`config.mk`:
```
export PLATFORM = sky130hd
export DESIGN_NAME = acc_top
export DESIGN_NICKNAME = d
export VERILOG_FILES = /design/src/common/acc_pkg.sv /design/src/rtl/acc_top.sv /design/src/rtl/acc_sense.sv
export SDC_FILE = /design/constraint.sdc
export NUM_CORES = 1
export LEC_CHECK = 0
export BUFFER_PORTS_ARGS = -buffer_cell sky130_fd_sc_hd__buf_2
export CORE_MARGIN = 8
export CORE_UTILIZATION = 48
export CTS_CLUSTER_SIZE = 40
export DETAILED_ROUTE_END_ITERATION = 6
export MAX_ROUTING_LAYER = met4
export PLACE_DENSITY = 0.84
export SYNTH_ARGS = -nofsm -noshare
export SYNTH_HDL_FRONTEND = slang
export SYNTH_SLANG_ARGS = --single-unit
```
`constraint.sdc`:
```
create_clock -name clk -period 2.3 [get_ports clk]
set_clock_uncertainty 0.1 [all_clocks]
set_input_delay 0.115 -clock clk [delete_from_list [all_inputs] [get_ports clk]]
set_output_delay 0.115 -clock clk [all_outputs]
set_load 0.01 [all_outputs]
```
`src/common/acc_pkg.sv`:
```
// Shared constants and encodings for the analog comparator control block
package acc_pkg;

  // Comparator count and internal reference code width
  localparam int unsigned ACC_NUM_COMP      = 3;
  localparam int unsigned ACC_REF_CODE_W    = 5;

  // Sense selection encodings (shared by ADC trigger and interrupt sense)
  typedef enum logic [2:0] {
    ACC_SENSE_NONE = 3'h0,
    ACC_SENSE_HIGH = 3'h1,
    ACC_SENSE_LOW  = 3'h2,
    ACC_SENSE_FALL = 3'h3,
    ACC_SENSE_RISE = 3'h4,
    ACC_SENSE_BOTH = 3'h5
  } acc_sense_t;

  // Reference source selection encodings
  typedef enum logic [1:0] {
    ACC_SRC_OWN_PIN    = 2'h0,
    ACC_SRC_SHARED_PIN = 2'h1,
    ACC_SRC_INTERNAL   = 2'h2
  } acc_src_t;

  // Values after reset
  localparam logic [2:0] ACC_TRIG_SEL_RST   = 3'h0;
  localparam logic [2:0] ACC_INT_SEL_RST    = 3'h0;
  localparam logic [1:0] ACC_SRC_SEL_RST    = 2'h0;
  localparam logic       ACC_INT_EN_RST     = 1'h0;
  localparam logic       ACC_PEND_RST       = 1'h0;
  localparam logic       ACC_SYNC_RST       = 1'h0;
  localparam logic [4:0] ACC_REF_CODE_RST   = 5'h00;
  localparam logic       ACC_REF_ON_RST     = 1'h0;

  // Field widths in the packed per-comparator select buses
  localparam int unsigned ACC_SEL_W         = 3;
  localparam int unsigned ACC_SRC_W         = 2;

endpackage

```
`src/rtl/acc_top.sv`:
```
// Analog comparator control: sensing, pin output, reference and status
module acc_top
  import acc_pkg::*;
#(
  parameter int unsigned NUM_COMP = ACC_NUM_COMP,
  parameter int unsigned REF_W    = ACC_REF_CODE_W
)
(
  input  wire logic                          clk,
  input  wire logic                          rst_b,
  input  wire logic [NUM_COMP-1:0]           comp_raw,
  input  wire logic [NUM_COMP*ACC_SEL_W-1:0] adc_trigger_select,
  input  wire logic [NUM_COMP*ACC_SEL_W-1:0] int_sense_select,
  input  wire logic [NUM_COMP*ACC_SRC_W-1:0] reference_source_select,
  input  wire logic [NUM_COMP-1:0]           out_invert,
  input  wire logic [NUM_COMP-1:0]           int_enable,
  input  wire logic [NUM_COMP-1:0]           int_clear,
  input  wire logic                          masked_status_select,
  input  wire logic [REF_W-1:0]              ref_level_code,
  input  wire logic                          ref_on,
  output logic [NUM_COMP-1:0]                comp_pin_out,
  output logic [NUM_COMP-1:0]                adc_trigger,
  output logic                               cpu_irq,
  output logic [NUM_COMP-1:0]                int_status,
  output logic [NUM_COMP-1:0]                comp_value,
  output logic [NUM_COMP*ACC_SRC_W-1:0]      analog_source_route,
  output logic [NUM_COMP-1:0]                shared_positive_input,
  output logic [REF_W-1:0]                   ref_level_out,
  output logic                               ref_enable_out
);

  // Elaboration-time refusal of widths the logic cannot serve
  if (NUM_COMP < 1 || NUM_COMP > 8) begin : g_bad_num_comp
    $error("acc_top: NUM_COMP must be 1 to 8");
  end
  if (REF_W < 1 || REF_W > 8) begin : g_bad_ref_w
    $error("acc_top: REF_W must be 1 to 8");
  end

  logic [NUM_COMP-1:0] sync_val;
  logic [NUM_COMP-1:0] trig_val;
  logic [NUM_COMP-1:0] pend;
  logic [NUM_COMP-1:0] masked;
  logic [NUM_COMP-1:0] pin_next;
  logic [NUM_COMP*ACC_SRC_W-1:0] src_next;

  genvar g;
  generate
    for (g = 0; g < NUM_COMP; g++) begin : g_chan
      logic [1:0] src_sel;

      acc_sense u_sense (
        .clk       (clk),
        .rst_b     (rst_b),
        .comp_raw  (comp_raw[g]),
        .trig_sel  (adc_trigger_select[g*ACC_SEL_W +: ACC_SEL_W]),
        .int_sel   (int_sense_select[g*ACC_SEL_W +: ACC_SEL_W]),
        .int_clear (int_clear[g]),
        .comp_sync (sync_val[g]),
        .adc_trig  (trig_val[g]),
        .int_pend  (pend[g])
      );

      assign pin_next[g] = sync_val[g] ^ out_invert[g];

      // Reference source routing; unused code falls back to own pin
      assign src_sel = reference_source_select[g*ACC_SRC_W +: ACC_SRC_W];
      always_comb begin
        src_next[g*ACC_SRC_W +: ACC_SRC_W] = ACC_SRC_OWN_PIN;
        if (src_sel == ACC_SRC_SHARED_PIN && g != 0) begin
          src_next[g*ACC_SRC_W +: ACC_SRC_W] = ACC_SRC_SHARED_PIN;
        end else if (src_sel == ACC_SRC_INTERNAL) begin
          src_next[g*ACC_SRC_W +: ACC_SRC_W] = ACC_SRC_INTERNAL;
        end
      end
    end
  endgenerate

  assign masked = pend & int_enable;

  always_ff @(posedge clk) begin
    if (!rst_b) begin
      cpu_irq <= ACC_PEND_RST;
    end else begin
      cpu_irq <= |masked;
    end
  end

  always_ff @(posedge clk) begin
    if (!rst_b) begin
      int_status <= '0;
    end else begin
      int_status <= masked_status_select ? masked : pend;
    end
  end

  always_ff @(posedge clk) begin
    if (!rst_b) begin
      comp_value <= '0;
    end else begin
      comp_value <= sync_val;
    end
  end

  always_ff @(posedge clk) begin
    if (!rst_b) begin
      comp_pin_out <= '0;
    end else begin
      comp_pin_out <= pin_next;
    end
  end

  assign adc_trigger = trig_val;

  always_ff @(posedge clk) begin
    if (!rst_b) begin
      analog_source_route   <= {NUM_COMP{ACC_SRC_SEL_RST}};
      shared_positive_input <= '0;
    end else begin
      analog_source_route <= src_next;
      for (int i = 0; i < NUM_COMP; i++) begin
        shared_positive_input[i] <=
          (src_next[i*ACC_SRC_W +: ACC_SRC_W] == ACC_SRC_SHARED_PIN) || (i == 0 &&
          reference_source_select[ACC_SRC_W-1:0] == ACC_SRC_SHARED_PIN);
      end
    end
  end

  always_ff @(posedge clk) begin
    if (!rst_b) begin
      ref_level_out  <= '0;
      ref_enable_out <= ACC_REF_ON_RST;
    end else begin
      ref_level_out  <= ref_on ? ref_level_code : '0;
      ref_enable_out <= ref_on;
    end
  end

endmodule

```
`src/rtl/acc_sense.sv`:
```
// One comparator channel: synchroniser, level/edge sense, pending flag
module acc_sense
  import acc_pkg::*;
(
  input  wire logic       clk,
  input  wire logic       rst_b,
  input  wire logic       comp_raw,
  input  wire logic [2:0] trig_sel,
  input  wire logic [2:0] int_sel,
  input  wire logic       int_clear,
  output logic            comp_sync,
  output logic            adc_trig,
  output logic            int_pend
);

  logic sync1_reg;
  logic sync2_reg;
  logic prev_reg;
  logic rise;
  logic fall;
  logic trig_next;
  logic int_cond;
  logic int_level;

  always_ff @(posedge clk) begin
    if (!rst_b) begin
      sync1_reg <= ACC_SYNC_RST;
      sync2_reg <= ACC_SYNC_RST;
    end else begin
      sync1_reg <= comp_raw;
      sync2_reg <= sync1_reg;
    end
  end

  always_ff @(posedge clk) begin
    if (!rst_b) begin
      prev_reg <= ACC_SYNC_RST;
    end else begin
      prev_reg <= sync2_reg;
    end
  end

  assign comp_sync = sync2_reg;
  assign rise      = sync2_reg & ~prev_reg;
  assign fall      = ~sync2_reg & prev_reg;

  // Shared sense decoder for trigger and interrupt
  function automatic logic sense(input logic [2:0] sel, input logic lvl,
                                 input logic r, input logic f);
    logic res;
    res = 1'b0;
    case (sel)
      ACC_SENSE_HIGH: res = lvl;
      ACC_SENSE_LOW:  res = ~lvl;
      ACC_SENSE_FALL: res = f;
      ACC_SENSE_RISE: res = r;
      ACC_SENSE_BOTH: res = r | f;
      default:        res = 1'b0;
    endcase
    return res;
  endfunction

  // Level trigger modes, edge trigger modes
  assign trig_next = sense(trig_sel, sync2_reg, rise, fall);

  always_ff @(posedge clk) begin
    if (!rst_b) begin
      adc_trig <= ACC_PEND_RST;
    end else begin
      adc_trig <= trig_next;
    end
  end

  // Level interrupt modes, edge interrupt modes
  assign int_cond  = sense(int_sel, sync2_reg, rise, fall);
  assign int_level = (int_sel == ACC_SENSE_HIGH) || (int_sel == ACC_SENSE_LOW);

  always_ff @(posedge clk) begin
    if (!rst_b) begin
      int_pend <= ACC_PEND_RST;
    end else if (int_cond) begin
      int_pend <= 1'b1;
    end else if (int_clear || int_level) begin
      int_pend <= 1'b0;
    end
  end

endmodule

```
==> impl_metrics.prom, run 1 <==
# TYPE chip_impl_metric gauge
chip_impl_metric{name="insertion_delay",unit="ps"} 340
chip_impl_metric{name="leakage",unit="µW"} 0.001166
chip_impl_metric{name="synth.yosys.seq_area_share",unit=""} 0.4503
chip_impl_metric{name="synth-compound-area-share",unit=""} 0.1432
chip_impl_info{name="post_synth_most_frequent_cells",value="34 x sky130_fd_sc_hd__dfxtp_1, 16 x sky130_fd_sc_hd__inv_1, 12 x sky130_fd_sc_hd__and2_1, 12 x sky130_fd_sc_hd__o21ai_0"} 1
chip_impl_metric{name="wl_per_cell",unit="µm"} 13.45
chip_impl_metric{name="synth.mux.area_fraction",unit=""} 0.02649
chip_impl_metric{name="ctsHtreeMaxLevel",unit=""} 2
chip_impl_info{name="postSynth.topFlopCell",value="sky130_fd_sc_hd__dfxtp_1"} 1
chip_impl_metric{name="syn_area",unit="µm²"} 1511
chip_impl_metric{name="yosysTopAreaCellShare",unit=""} 0.4503
chip_impl_metric{name="power_density",unit="nW/µm²"} 569.0
chip_impl_metric{name="floorplan.core_area",unit="µm²"} 3028
chip_impl_metric{name="cp.required",unit="ps"} 2440
chip_impl_info{name="min-delay-path-class",value="in2reg"} 1
chip_impl_info{name="setup.worst_path.start_class",value="register"} 1
chip_impl_info{name="top_regs",value="analog_source_route x5, ref_level_out x5"} 1
chip_impl_metric{name="layout_setup_ws",unit="ps"} 267.4
chip_impl_metric{name="grt_first_pass_wirelength",unit="µm"} 6520
chip_impl_metric{name="final_max_slew_viol_count",unit=""} 0
chip_impl_metric{name="setup_viol",unit=""} 0
chip_impl_metric{name="setup_ws_pre_cts",unit="ps"} 739.3
chip_impl_metric{name="cts_inserted_buffers",unit=""} 5
chip_impl_info{name="critPathCaptureType",value="register"} 1
chip_impl_metric{name="netlist_instances",unit=""} 162
chip_impl_metric{name="post-route-period-util",unit=""} 0.8838
chip_impl_metric{name="fp.dieArea",unit="µm²"} 5201
chip_impl_info{name="critical_path_class",value="reg2reg"} 1
chip_impl_metric{name="clk_pin_slew",unit="ps"} 120
chip_impl_metric{name="drc",unit=""} 0
chip_impl_metric{name="yosys_warnings",unit=""} 0
chip_impl_metric{name="gr-usage-all-layers",unit=""} 0.1644
chip_impl_metric{name="area_growth_from_synthesis_to_layout",unit="%"} 49.92
chip_impl_metric{name="fin_setup_tns",unit="ps"} 0
chip_impl_metric{name="cts_max_path_buffers",unit=""} 2
chip_impl_info{name="yosys.cell_count.top_type",value="sky130_fd_sc_hd__dfxtp_1"} 1
chip_impl_metric{name="synth.net_count",unit=""} 213
chip_impl_metric{name="max_cap_viol_count",unit=""} 0
chip_impl_metric{name="std_cell_rows",unit=""} 20
chip_impl_metric{name="post_detailed_route_count_of_antenna_violating_nets",unit=""} 0
chip_impl_metric{name="synth_simple_gate_area_frac",unit=""} 0.1929
chip_impl_metric{name="globalplace.congestion",unit=""} 0.8038
chip_impl_metric{name="clkSinkCount",unit=""} 34
chip_impl_metric{name="antenna_violations_before_repair",unit=""} 1
chip_impl_metric{name="cts_hold_buffers",unit=""} 37
chip_impl_metric{name="wl",unit="µm"} 4155
chip_impl_metric{name="worst-path-max-fanout",unit=""} 9
chip_impl_metric{name="drt-vias-per-instance",unit=""} 4.683
chip_impl_metric{name="port_buffers",unit=""} 71
chip_impl_metric{name="multiInputGateArea",unit="µm²"} 653.1
chip_impl_metric{name="hold_viol_final",unit=""} 0
chip_impl_metric{name="final.fill_count",unit=""} 223
chip_impl_metric{name="post_synth_num_cell_types",unit=""} 35
chip_impl_metric{name="synth_adder_area_share",unit=""} 0.04967
chip_impl_metric{name="postSynth.asyncResetShare",unit=""} 0
chip_impl_metric{name="final_layout_size_suffix_gt1_frac",unit=""} 0.3144
chip_impl_metric{name="register_area",unit="µm²"} 680.7
chip_impl_metric{name="die_h",unit="µm"} 72.12
chip_impl_metric{name="design.final.nets",unit=""} 314
chip_impl_metric{name="detailed_placer_s_ending_hpwl",unit="µm"} 2673
chip_impl_metric{name="synth_enable_flop_cells",unit=""} 0
chip_impl_metric{name="detailedRoute.firstPassIterationCount",unit=""} 4
chip_impl_metric{name="floorplan.die.width",unit="µm"} 72.12
chip_impl_metric{name="vias_post_dr",unit=""} 1447
chip_impl_info{name="dominant_combinational_cell_family_by_area_after_synthesis",value="simple AND/OR/NAND/NOR gates"} 1
chip_impl_metric{name="cts_setup_buffers",unit=""} 0
chip_impl_metric{name="synth_xor_area_frac",unit=""} 0.01738
chip_impl_metric{name="fmax",unit="GHz"} 0.4920
chip_impl_metric{name="yosys_register_bits",unit=""} 34
chip_impl_metric{name="post_cts_resized",unit=""} 0
chip_impl_metric{name="grt_max_degree",unit=""} 36
chip_impl_info{name="status",value="finished clean"} 1
chip_impl_metric{name="total_i_o_pin_count",unit=""} 73
chip_impl_metric{name="initialDrtViolationCount",unit=""} 68
chip_impl_metric{name="timing.final.crit_period",unit="ps"} 2033
chip_impl_info{name="cts-root-buf",value="sky130_fd_sc_hd__clkbuf_4"} 1
chip_impl_metric{name="postSynthAreaPerCell",unit="µm²"} 9.330
chip_impl_metric{name="vias_in_the_first_global_route",unit=""} 1421
chip_impl_info{name="rsz0062_at_grt",value="false"} 1
chip_impl_metric{name="worst_pin_slew",unit="ps"} 510.5
chip_impl_info{name="synthDominantAreaCellType",value="sky130_fd_sc_hd__dfxtp_1"} 1
chip_impl_metric{name="starting_utilization_of_the_core_area",unit=""} 0.4992
chip_impl_info{name="cts_tree",value="built"} 1
chip_impl_metric{name="crit_arrival",unit="ps"} 2180
chip_impl_metric{name="worst_ir_drop_vdd",unit="V"} 0.0004015
chip_impl_metric{name="relSlewSlack",unit=""} 0.6597
chip_impl_info{name="synth_area_leaders",value="sky130_fd_sc_hd__dfxtp_1 45%, sky130_fd_sc_hd__and2_1 5.0%, sky130_fd_sc_hd__ha_1 5.0%"} 1
chip_impl_metric{name="globalRoute.totalOverflow",unit=""} 0
-- cells by family (layout without fill, tap and decap cells) --
group,after synthesis,in the layout
simple gates,50,50
flops,34,34
compound gates,33,33
buf+inv,31,133
fa+ha+maj,6,6
mux,4,4
xor+xnor,3,3
other cells,1,2
-- path summary, 6_finish.rpt --
kind / startpoint / end / slack (ps) / depth (start not counted)
hold reg to reg: g_chan[1].u_sense.sync1_reg / g_chan[1].u_sense.comp_sync / 340 / 1
setup reg to reg: g_chan[0].u_sense.comp_sync / g_chan[0].u_sense.adc_trig / 270 / 6
hold / removal: int_clear[0] / g_chan[0].u_sense.int_pend / 20 / 4
setup / recovery: g_chan[0].u_sense.comp_sync / g_chan[0].u_sense.adc_trig / 270 / 6
-- layout make-up --
class | instances | area share
repair buffers | 108 | 0.3203
inverters | 17 | 0.02927
clock buffers | 5 | 0.01657
clock inverters | 3 | 0.01988
well taps | 44 | 0.02430
multi-input cells | 97 | 0.2882
flip-flops and latches | 34 | 0.3004
diodes | 1 | 0.001104
-- stage by stage --
step,hold WS (ps),utilization,std cells,total power [µW],area (µm²)
2_1_floorplan,86.51,-,162,734.8,1511
3_3_place_gp,181.7,0.5979,263,800.4,1810
3_5_place_dp,185.5,0.5979,263,805.3,1810
4_1_cts,11.97,0.7475,308,1302,2263
5_1_grt,33.30,0.7483,309,1347,2266
6_report,21.27,0.7483,309,1289,2266
-- critical path, stage by stage (launching register included) --
cell and delay (ps):
sky130_fd_sc_hd__dfxtp_1 540, sky130_fd_sc_hd__inv_4 50, sky130_fd_sc_hd__ha_1 220, sky130_fd_sc_hd__o211ai_1 170
sky130_fd_sc_hd__o21ai_0 100, sky130_fd_sc_hd__o211a_1 210, sky130_fd_sc_hd__dlygate4sd3_1 550
-- cells in the final DEF, fill, tap and decap left out, drive strengths merged, types with 6 or more instances in the layout --
cell | Yosys | final
buf | 11 | 71
dlygate4sd3 | 0 | 37
dfxtp | 34 | 34
inv | 17 | 17
and2 | 13 | 13
o21ai | 12 | 12
nor2 | 9 | 9
nand2 | 8 | 8
a21oi | 7 | 7
ha | 6 | 6
-- power breakdown --
part / switching [µW] / internal, µW
clock: 219 / 228
sequential: 14.6 / 618
combinational: 90.2 / 120
-- layer usage --
metal  vias to the layer above  track usage  wire (µm)  share of wire
li1                        738            -          -              -
met1                       635       0.1634       1719           0.41
met2                        61       0.2768       1996           0.48
met3                        13      0.05785        287          0.069
met4                         0      0.08844        152          0.037
met5                         -            -          0              0
Note: power is estimated with default switching activity, not from simulation.
==> inputs of run 2 (changes only) <==
--- a/config.mk
+++ b/config.mk
@@ -6,12 +6,15 @@
 export NUM_CORES = 1
 export LEC_CHECK = 0
 export BUFFER_PORTS_ARGS = -buffer_cell sky130_fd_sc_hd__buf_2
+export CELL_PAD_IN_SITES_DETAIL_PLACEMENT = 0
+export CELL_PAD_IN_SITES_GLOBAL_PLACEMENT = 1
 export CORE_MARGIN = 8
-export CORE_UTILIZATION = 48
+export CORE_UTILIZATION = 35
 export CTS_CLUSTER_SIZE = 40
 export DETAILED_ROUTE_END_ITERATION = 6
 export MAX_ROUTING_LAYER = met4
-export PLACE_DENSITY = 0.84
+export PLACE_DENSITY = 0.85
+export RECOVER_POWER = 100
 export SYNTH_ARGS = -nofsm -noshare
 export SYNTH_HDL_FRONTEND = slang
 export SYNTH_SLANG_ARGS = --single-unit
==> impl_metrics.prom, run 2 (synthesis gave the netlist of run 1 again) <==
# TYPE chip_impl_metric gauge
chip_impl_metric{name="die_h",unit="µm"} 81.72
chip_impl_info{name="critical_path_class",value="in2reg"} 1
chip_impl_metric{name="post_detailed_route_count_of_antenna_violating_nets",unit=""} 0
chip_impl_metric{name="relSlewSlack",unit=""} 0.1748
chip_impl_metric{name="combPwrFrac",unit=""} 0.131
chip_impl_metric{name="port_buffers",unit=""} 71
chip_impl_info{name="setup.worst_path.start_class",value="input pin"} 1
chip_impl_metric{name="crit_arrival",unit="ps"} 1830
chip_impl_metric{name="worst-path-max-fanout",unit=""} 35
chip_impl_metric{name="power.clock.fraction",unit=""} 0.401
chip_impl_metric{name="vias_post_dr",unit=""} 1364
chip_impl_metric{name="timing.final.crit_period",unit="ps"} 1701
chip_impl_info{name="hp-start",value="int_enable[2]"} 1
chip_impl_metric{name="postLayoutCellArea",unit="µm²"} 2107
chip_impl_metric{name="final_max_slew_viol_count",unit=""} 0
chip_impl_info{name="cts-root-buf",value="sky130_fd_sc_hd__clkbuf_8"} 1
chip_impl_metric{name="cp.required",unit="ps"} 2430
chip_impl_metric{name="final_layout_size_suffix_gt1_frac",unit=""} 0.2218
chip_impl_info{name="most_used_cells_in_the_layout_excluding_fill_and_tap_cells",value="43 x sky130_fd_sc_hd__buf_2, 34 x sky130_fd_sc_hd__dfxtp_1, 28 x sky130_fd_sc_hd__clkbuf_1, 21 x sky130_fd_sc_hd__dlygate4sd3_1, 16 x sky130_fd_sc_hd__inv_1"} 1
chip_impl_info{name="rsz0062_at_grt",value="false"} 1
chip_impl_metric{name="fmax",unit="GHz"} 0.5879
chip_impl_metric{name="max_cap_viol_count",unit=""} 0
chip_impl_metric{name="antennaDiodeCount",unit=""} 0
chip_impl_info{name="top_regs",value="analog_source_route x5, ref_level_out x5"} 1
chip_impl_metric{name="worst_pin_slew",unit="ps"} 1238
chip_impl_metric{name="sw_frac_of_total",unit=""} 0.2346
chip_impl_metric{name="share_of_total_power_in_sequential_cells",unit=""} 0.468
chip_impl_info{name="min-delay-path-class",value="in2reg"} 1
chip_impl_metric{name="post_cts_resized",unit=""} 0
chip_impl_info{name="cts_tree",value="built"} 1
chip_impl_metric{name="wl",unit="µm"} 3565
chip_impl_metric{name="design.final.nets",unit=""} 298
chip_impl_metric{name="area_growth_from_synthesis_to_layout",unit="%"} 39.40
chip_impl_metric{name="insertion_delay",unit="ps"} 280
chip_impl_metric{name="vias_in_the_first_global_route",unit=""} 1342
chip_impl_metric{name="post-route-period-util",unit=""} 0.7396
chip_impl_metric{name="clk_pin_slew",unit="ps"} 70
chip_impl_metric{name="std_cell_rows",unit=""} 24
chip_impl_metric{name="leakage",unit="µW"} 0.0009846
chip_impl_metric{name="final.fill_count",unit=""} 414
chip_impl_metric{name="drt-vias-per-instance",unit=""} 4.547
chip_impl_metric{name="worst-r2r-setup-slack",unit="ps"} 620
chip_impl_metric{name="hold_viol_final",unit=""} 0
chip_impl_info{name="worstReg2RegEnd",value="g_chan[0].u_sense.adc_trig"} 1
chip_impl_info{name="min_delay_worst_endpoint",value="cpu_irq"} 1
chip_impl_metric{name="cts_max_path_buffers",unit=""} 2
chip_impl_metric{name="ctsHtreeMaxLevel",unit=""} 2
chip_impl_info{name="critPathCaptureType",value="register"} 1
chip_impl_metric{name="globalRoute.totalOverflow",unit=""} 0
chip_impl_metric{name="layout_setup_ws",unit="ps"} 598.9
chip_impl_metric{name="power_report.internal_total",unit="µW"} 1036
chip_impl_metric{name="drc",unit=""} 0
chip_impl_metric{name="grt_max_degree",unit=""} 36
chip_impl_metric{name="gr-usage-all-layers",unit=""} 0.1112
chip_impl_metric{name="hold_path_depth",unit=""} 3
chip_impl_metric{name="cts_inserted_buffers",unit=""} 5
chip_impl_metric{name="rr_worst_depth",unit=""} 5
chip_impl_metric{name="detailed_placer_s_ending_hpwl",unit="µm"} 2497
chip_impl_metric{name="grt_first_pass_wirelength",unit="µm"} 5630
chip_impl_metric{name="wl_per_cell",unit="µm"} 11.88
chip_impl_metric{name="detailedRoute.firstPassIterationCount",unit=""} 4
chip_impl_metric{name="fp.dieArea",unit="µm²"} 6677
chip_impl_metric{name="initialDrtViolationCount",unit=""} 25
chip_impl_info{name="status",value="finished clean"} 1
chip_impl_metric{name="starting_utilization_of_the_core_area",unit=""} 0.3545
chip_impl_info{name="leading_cell_type_in_the_layout_fill_and_taps_excluded",value="sky130_fd_sc_hd__buf_2"} 1
chip_impl_metric{name="worst_ir_drop_vdd",unit="V"} 0.0003477
chip_impl_metric{name="total_i_o_pin_count",unit=""} 73
chip_impl_info{name="r2r_start",value="g_chan[0].u_sense.comp_sync"} 1
chip_impl_metric{name="power_density",unit="nW/µm²"} 642.1
chip_impl_metric{name="clkSinkCount",unit=""} 34
chip_impl_metric{name="total_switching_power",unit="µW"} 317.3
chip_impl_metric{name="finalCoreUtilization",unit=""} 0.4941
chip_impl_metric{name="antenna_violations_before_repair",unit=""} 0
chip_impl_metric{name="setup_viol",unit=""} 0
chip_impl_metric{name="setup_ws_pre_cts",unit="ps"} 754.7
chip_impl_metric{name="floorplan.die.width",unit="µm"} 81.72
chip_impl_metric{name="placedInstanceArea",unit="µm²"} 1821
chip_impl_metric{name="fin_setup_tns",unit="ps"} 0
chip_impl_metric{name="floorplan.core_area",unit="µm²"} 4264
chip_impl_metric{name="power.total",unit="µW"} 1353
chip_impl_metric{name="globalplace.congestion",unit=""} 0.7463
run 2: changes by cell type in the layout (fill, tap and decap cells not counted), moves of 5 or more:
cell / before / now
sky130_fd_sc_hd__clkbuf_1: 0 / 28
sky130_fd_sc_hd__buf_2: 71 / 43
sky130_fd_sc_hd__clkbuf_8: 0 / 5
sky130_fd_sc_hd__clkbuf_4: 5 / 0
sky130_fd_sc_hd__dlygate4sd3_1: 37 / 21
run 2: cell type report:
type / instances / area, µm² / share of cell area
flip-flops and latches: 34 / 680.7 / 0.3230
multi-input cells: 97 / 651.9 / 0.3094
repair buffers: 92 / 530.5 / 0.2518
clock buffers: 5 / 68.82 / 0.03266
inverters: 17 / 65.06 / 0.03088
well taps: 52 / 65.06 / 0.03088
clock inverters: 3 / 45.04 / 0.02138
run 2: power by group through the flow:
stage | clock [µW] | sequential (µW) | combinational, µW
6_report | 543 | 632 | 178
5_1_grt | 592 | 636 | 201
4_1_cts | 565 | 632 | 186
3_5_place_dp | 0 | 646 | 158
3_3_place_gp | 0 | 645 | 158
2_1_floorplan | 0 | 650 | 85.3
run 2: worst max-delay path, cell delays in order:
cell and delay (ps):
sky130_fd_sc_hd__clkbuf_1 880, sky130_fd_sc_hd__nand2_1 130, sky130_fd_sc_hd__a21oi_1 150, sky130_fd_sc_hd__dlygate4sd3_1 550
run 2: metal layers:
metal | GRT usage | share of wire | up-vias
met5 | - | 0 | -
met4 | 0.04211 | 0.017 | 0
met3 | 0.04595 | 0.11 | 7
met2 | 0.1838 | 0.44 | 51
met1 | 0.1162 | 0.43 | 598
li1 | - | - | 708
run 2: how the worst max path moves through the flow:
stage / from / endpoint / slack (ps) / cells after the start
detailed placement: g_chan[1].u_sense.comp_sync / g_chan[1].u_sense.int_pend / 750 / 5
finish: rst_b / int_status[2] / 600 / 4
global placement: g_chan[1].u_sense.comp_sync / g_chan[1].u_sense.int_pend / 810 / 5
CTS: g_chan[1].u_sense.comp_sync / g_chan[1].u_sense.int_pend / 730 / 5
global route: rst_b / int_status[2] / 340 / 4
floorplan: comp_value[1] / g_chan[1].u_sense.int_pend / 920 / 6
run 2: timing repair:
item / CTS / global route
hold endpoints to repair: 20 / 0
setup buffers: 0 / 0
hold buffers: 21 / 0
run 2: metrics by stage:
stage	std cells	hold WS, ps
floorplan	162	86.51
global placement	271	186.9
detailed placement	271	187.9
CTS	300	2.940
global route	300	13.69
finish	300	8.101
==> inputs of run 3 (changes only) <==
--- a/config.mk
+++ b/config.mk
@@ -9,11 +9,11 @@
 export CELL_PAD_IN_SITES_DETAIL_PLACEMENT = 0
 export CELL_PAD_IN_SITES_GLOBAL_PLACEMENT = 1
 export CORE_MARGIN = 8
-export CORE_UTILIZATION = 35
+export CORE_UTILIZATION = 32
 export CTS_CLUSTER_SIZE = 40
 export DETAILED_ROUTE_END_ITERATION = 6
 export MAX_ROUTING_LAYER = met4
-export PLACE_DENSITY = 0.85
+export PLACE_DENSITY = 0.78
 export RECOVER_POWER = 100
 export SYNTH_ARGS = -nofsm -noshare
 export SYNTH_HDL_FRONTEND = slang
==> constraint.sdc (replaced) <==
create_clock -name clk -period 1.6 [get_ports clk]
set_clock_uncertainty 0.1 [all_clocks]
set_input_delay 0.08 -clock clk [delete_from_list [all_inputs] [get_ports clk]]
set_output_delay 0.08 -clock clk [all_outputs]
set_load 0.01 [all_outputs]
==> impl_metrics.prom, run 3 (synthesis gave the netlist of run 1 again) <==
# TYPE chip_impl_metric gauge
chip_impl_info{name="rsz0062_at_grt",value="false"} 1
chip_impl_metric{name="post_detailed_route_count_of_antenna_violating_nets",unit=""} 0
chip_impl_info{name="most_used_cells_in_the_layout_excluding_fill_and_tap_cells",value="38 x sky130_fd_sc_hd__buf_2, 35 x sky130_fd_sc_hd__clkbuf_1, 32 x sky130_fd_sc_hd__dfxtp_1, 31 x sky130_fd_sc_hd__dlygate4sd3_1, 16 x sky130_fd_sc_hd__inv_1"} 1
chip_impl_metric{name="floorplan.core_area",unit="µm²"} 4629
chip_impl_metric{name="floorplan.die.width",unit="µm"} 84.73
chip_impl_metric{name="clkSinkCount",unit=""} 34
chip_impl_metric{name="fmax",unit="GHz"} 0.7005
chip_impl_metric{name="power.total",unit="µW"} 1956
chip_impl_metric{name="post-route-period-util",unit=""} 0.8922
chip_impl_info{name="min-delay-path-class",value="in2reg"} 1
chip_impl_info{name="cts_tree",value="built"} 1
chip_impl_metric{name="power_report.internal_total",unit="µW"} 1498
chip_impl_info{name="top_regs",value="analog_source_route x5, ref_level_out x5"} 1
chip_impl_metric{name="finalCoreUtilization",unit=""} 0.4789
chip_impl_info{name="critPathCaptureType",value="register"} 1
chip_impl_metric{name="wl_per_cell",unit="µm"} 12.39
chip_impl_metric{name="leakage",unit="µW"} 0.001041
chip_impl_metric{name="design.final.nets",unit=""} 311
chip_impl_metric{name="std_cell_rows",unit=""} 25
chip_impl_metric{name="drt-vias-per-instance",unit=""} 4.410
chip_impl_metric{name="cts_max_path_buffers",unit=""} 2
chip_impl_metric{name="vias_in_the_first_global_route",unit=""} 1440
chip_impl_metric{name="clk_pin_slew",unit="ps"} 70
chip_impl_metric{name="total_switching_power",unit="µW"} 458.2
chip_impl_info{name="setup.worst_path.start_class",value="register"} 1
chip_impl_info{name="leading_cell_type_in_the_layout_fill_and_taps_excluded",value="sky130_fd_sc_hd__buf_2"} 1
chip_impl_metric{name="relSlewSlack",unit=""} 0.6449
chip_impl_metric{name="power.clock.fraction",unit=""} 0.394
chip_impl_metric{name="initialDrtViolationCount",unit=""} 41
chip_impl_metric{name="detailed_placer_s_ending_hpwl",unit="µm"} 2671
chip_impl_metric{name="port_buffers",unit=""} 71
chip_impl_metric{name="sw_frac_of_total",unit=""} 0.2343
chip_impl_metric{name="combPwrFrac",unit=""} 0.142
chip_impl_metric{name="antenna_violations_before_repair",unit=""} 0
chip_impl_metric{name="antennaDiodeCount",unit=""} 0
chip_impl_info{name="status",value="finished clean"} 1
chip_impl_metric{name="worst_ir_drop_vdd",unit="V"} 0.0003381
chip_impl_metric{name="crit_arrival",unit="ps"} 1550
chip_impl_info{name="timing.critical_path.slowest_stage_cell",value="sky130_fd_sc_hd__dfxtp_2"} 1
chip_impl_metric{name="globalplace.congestion",unit=""} 0.7781
chip_impl_metric{name="fp.dieArea",unit="µm²"} 7178
chip_impl_metric{name="total_i_o_pin_count",unit=""} 73
chip_impl_metric{name="vias_post_dr",unit=""} 1389
chip_impl_metric{name="insertion_delay",unit="ps"} 280
chip_impl_metric{name="worst_pin_slew",unit="ps"} 532.7
chip_impl_metric{name="starting_utilization_of_the_core_area",unit=""} 0.3265
chip_impl_metric{name="final_max_slew_viol_count",unit=""} 0
chip_impl_info{name="cts-root-buf",value="sky130_fd_sc_hd__clkbuf_8"} 1
chip_impl_metric{name="ctsHtreeMaxLevel",unit=""} 2
chip_impl_info{name="critical_path_class",value="reg2reg"} 1
chip_impl_metric{name="cts_inserted_buffers",unit=""} 5
chip_impl_metric{name="max_cap_viol_count",unit=""} 0
chip_impl_metric{name="worst-path-max-fanout",unit=""} 2
chip_impl_metric{name="globalRoute.totalOverflow",unit=""} 0
chip_impl_metric{name="fin_setup_tns",unit="ps"} 0
chip_impl_metric{name="cp_slowest_stage_delay",unit="ps"} 330
chip_impl_metric{name="drc",unit=""} 0
chip_impl_metric{name="setup_viol",unit=""} 0
chip_impl_metric{name="final_layout_size_suffix_gt1_frac",unit=""} 0.2031
chip_impl_metric{name="share_of_total_power_in_sequential_cells",unit=""} 0.464
chip_impl_metric{name="wl",unit="µm"} 3904
chip_impl_metric{name="grt_max_degree",unit=""} 36
chip_impl_metric{name="detailedRoute.firstPassIterationCount",unit=""} 4
chip_impl_metric{name="power_density",unit="nW/µm²"} 882.2
chip_impl_metric{name="gr-usage-all-layers",unit=""} 0.1168
chip_impl_metric{name="die_h",unit="µm"} 84.73
chip_impl_metric{name="cp.required",unit="ps"} 1720
chip_impl_metric{name="timing.final.crit_period",unit="ps"} 1428
chip_impl_metric{name="hold_viol_final",unit=""} 0
chip_impl_metric{name="area_growth_from_synthesis_to_layout",unit="%"} 46.69
chip_impl_info{name="timing.critical_path.cells",value="inv_1 > ha_1 > nand2_1 > o21ai_0 > a221oi_1 > o221a_2"} 1
chip_impl_metric{name="grt_first_pass_wirelength",unit="µm"} 6617
run 3: changes by cell type in the layout (fill, tap and decap cells not counted), sizes merged:
| cell | delta |
|---|---|
| buf | -4 |
| clkbuf | +7 |
| clkinv | +2 |
| clkinvlp | -3 |
| dlygate4sd3 | +10 |
| inv | +1 |
run 3: final cells by class:
cell class                 count  area [µm²]
clock buffer                   5       68.82
clock inverter                 3       40.04
fill                         466        2412
inverter                      17       66.31
multi-input combinational     97       651.9
sequential                    34       683.2
tap                           54       67.56
timing repair buffer         105       639.4
run 3: stage by stage:
| stage | cell area (µm²) | setup slack [ps] | instances | hold slack, ps |
|---|---|---|---|---|
| floorplan | 1511 | 222.5 | 162 | 51.51 |
| detailed placement | 1838 | 98.42 | 275 | 150.7 |
| finish | 2217 | 172.5 | 315 | 14.91 |
| CTS | 2257 | 94.20 | 314 | 3.045 |
| global placement | 1838 | 149.2 | 275 | 151.6 |
| global route | 2217 | 9.316 | 315 | 11.79 |
run 3: per-layer routing:
metal / routed length [µm] / GRT usage / share of wire / vias to the layer above
met1: 1727 / 0.1214 / 0.44 / 605
li1: - / - / - / 730
met3: 263 / 0.04585 / 0.067 / 4
met4: 42 / 0.04045 / 0.011 / 0
met5: 0 / - / 0 / -
met2: 1870 / 0.1969 / 0.48 / 50
run 3: timing repair:
item	4_1_cts	5_1_grt
endpoints found under the hold margin	22	0
gates resized for setup	0	2
hold buffers	31	0
setup endpoints to repair	0	2
buffers inserted	0	1
run 3: critical path, delay by kind of cell, from the launching register on:
family,cells,cell delay (ps)
flip-flops,1,330
AO/OA/AOI/OAI,3,550
AND/OR/NAND/NOR,1,70
buffers and inverters,1,40
adder cells (fa/ha/maj),1,290
run 3: path summary, 6_finish.rpt:
kind                                from                          end  slack (ps)  depth (start not counted)
max                        comp_value[1]   g_chan[1].u_sense.int_pend         170                          6
min                        out_invert[2]              comp_pin_out[2]          10                          3
max reg2reg                comp_value[1]   g_chan[1].u_sense.int_pend         170                          6
min reg2reg  g_chan[0].u_sense.sync1_reg  g_chan[0].u_sense.comp_sync         340                          1
run 3: power by group through the flow:
stage / logic, µW / clock network, µW / registers [µW]
after floorplan: 123 / 0 / 934
after global placement: 233 / 0 / 926
after detailed placement: 235 / 0 / 926
after CTS: 290 / 801 / 907
after global routing: 312 / 840 / 912
final: 277 / 771 / 908
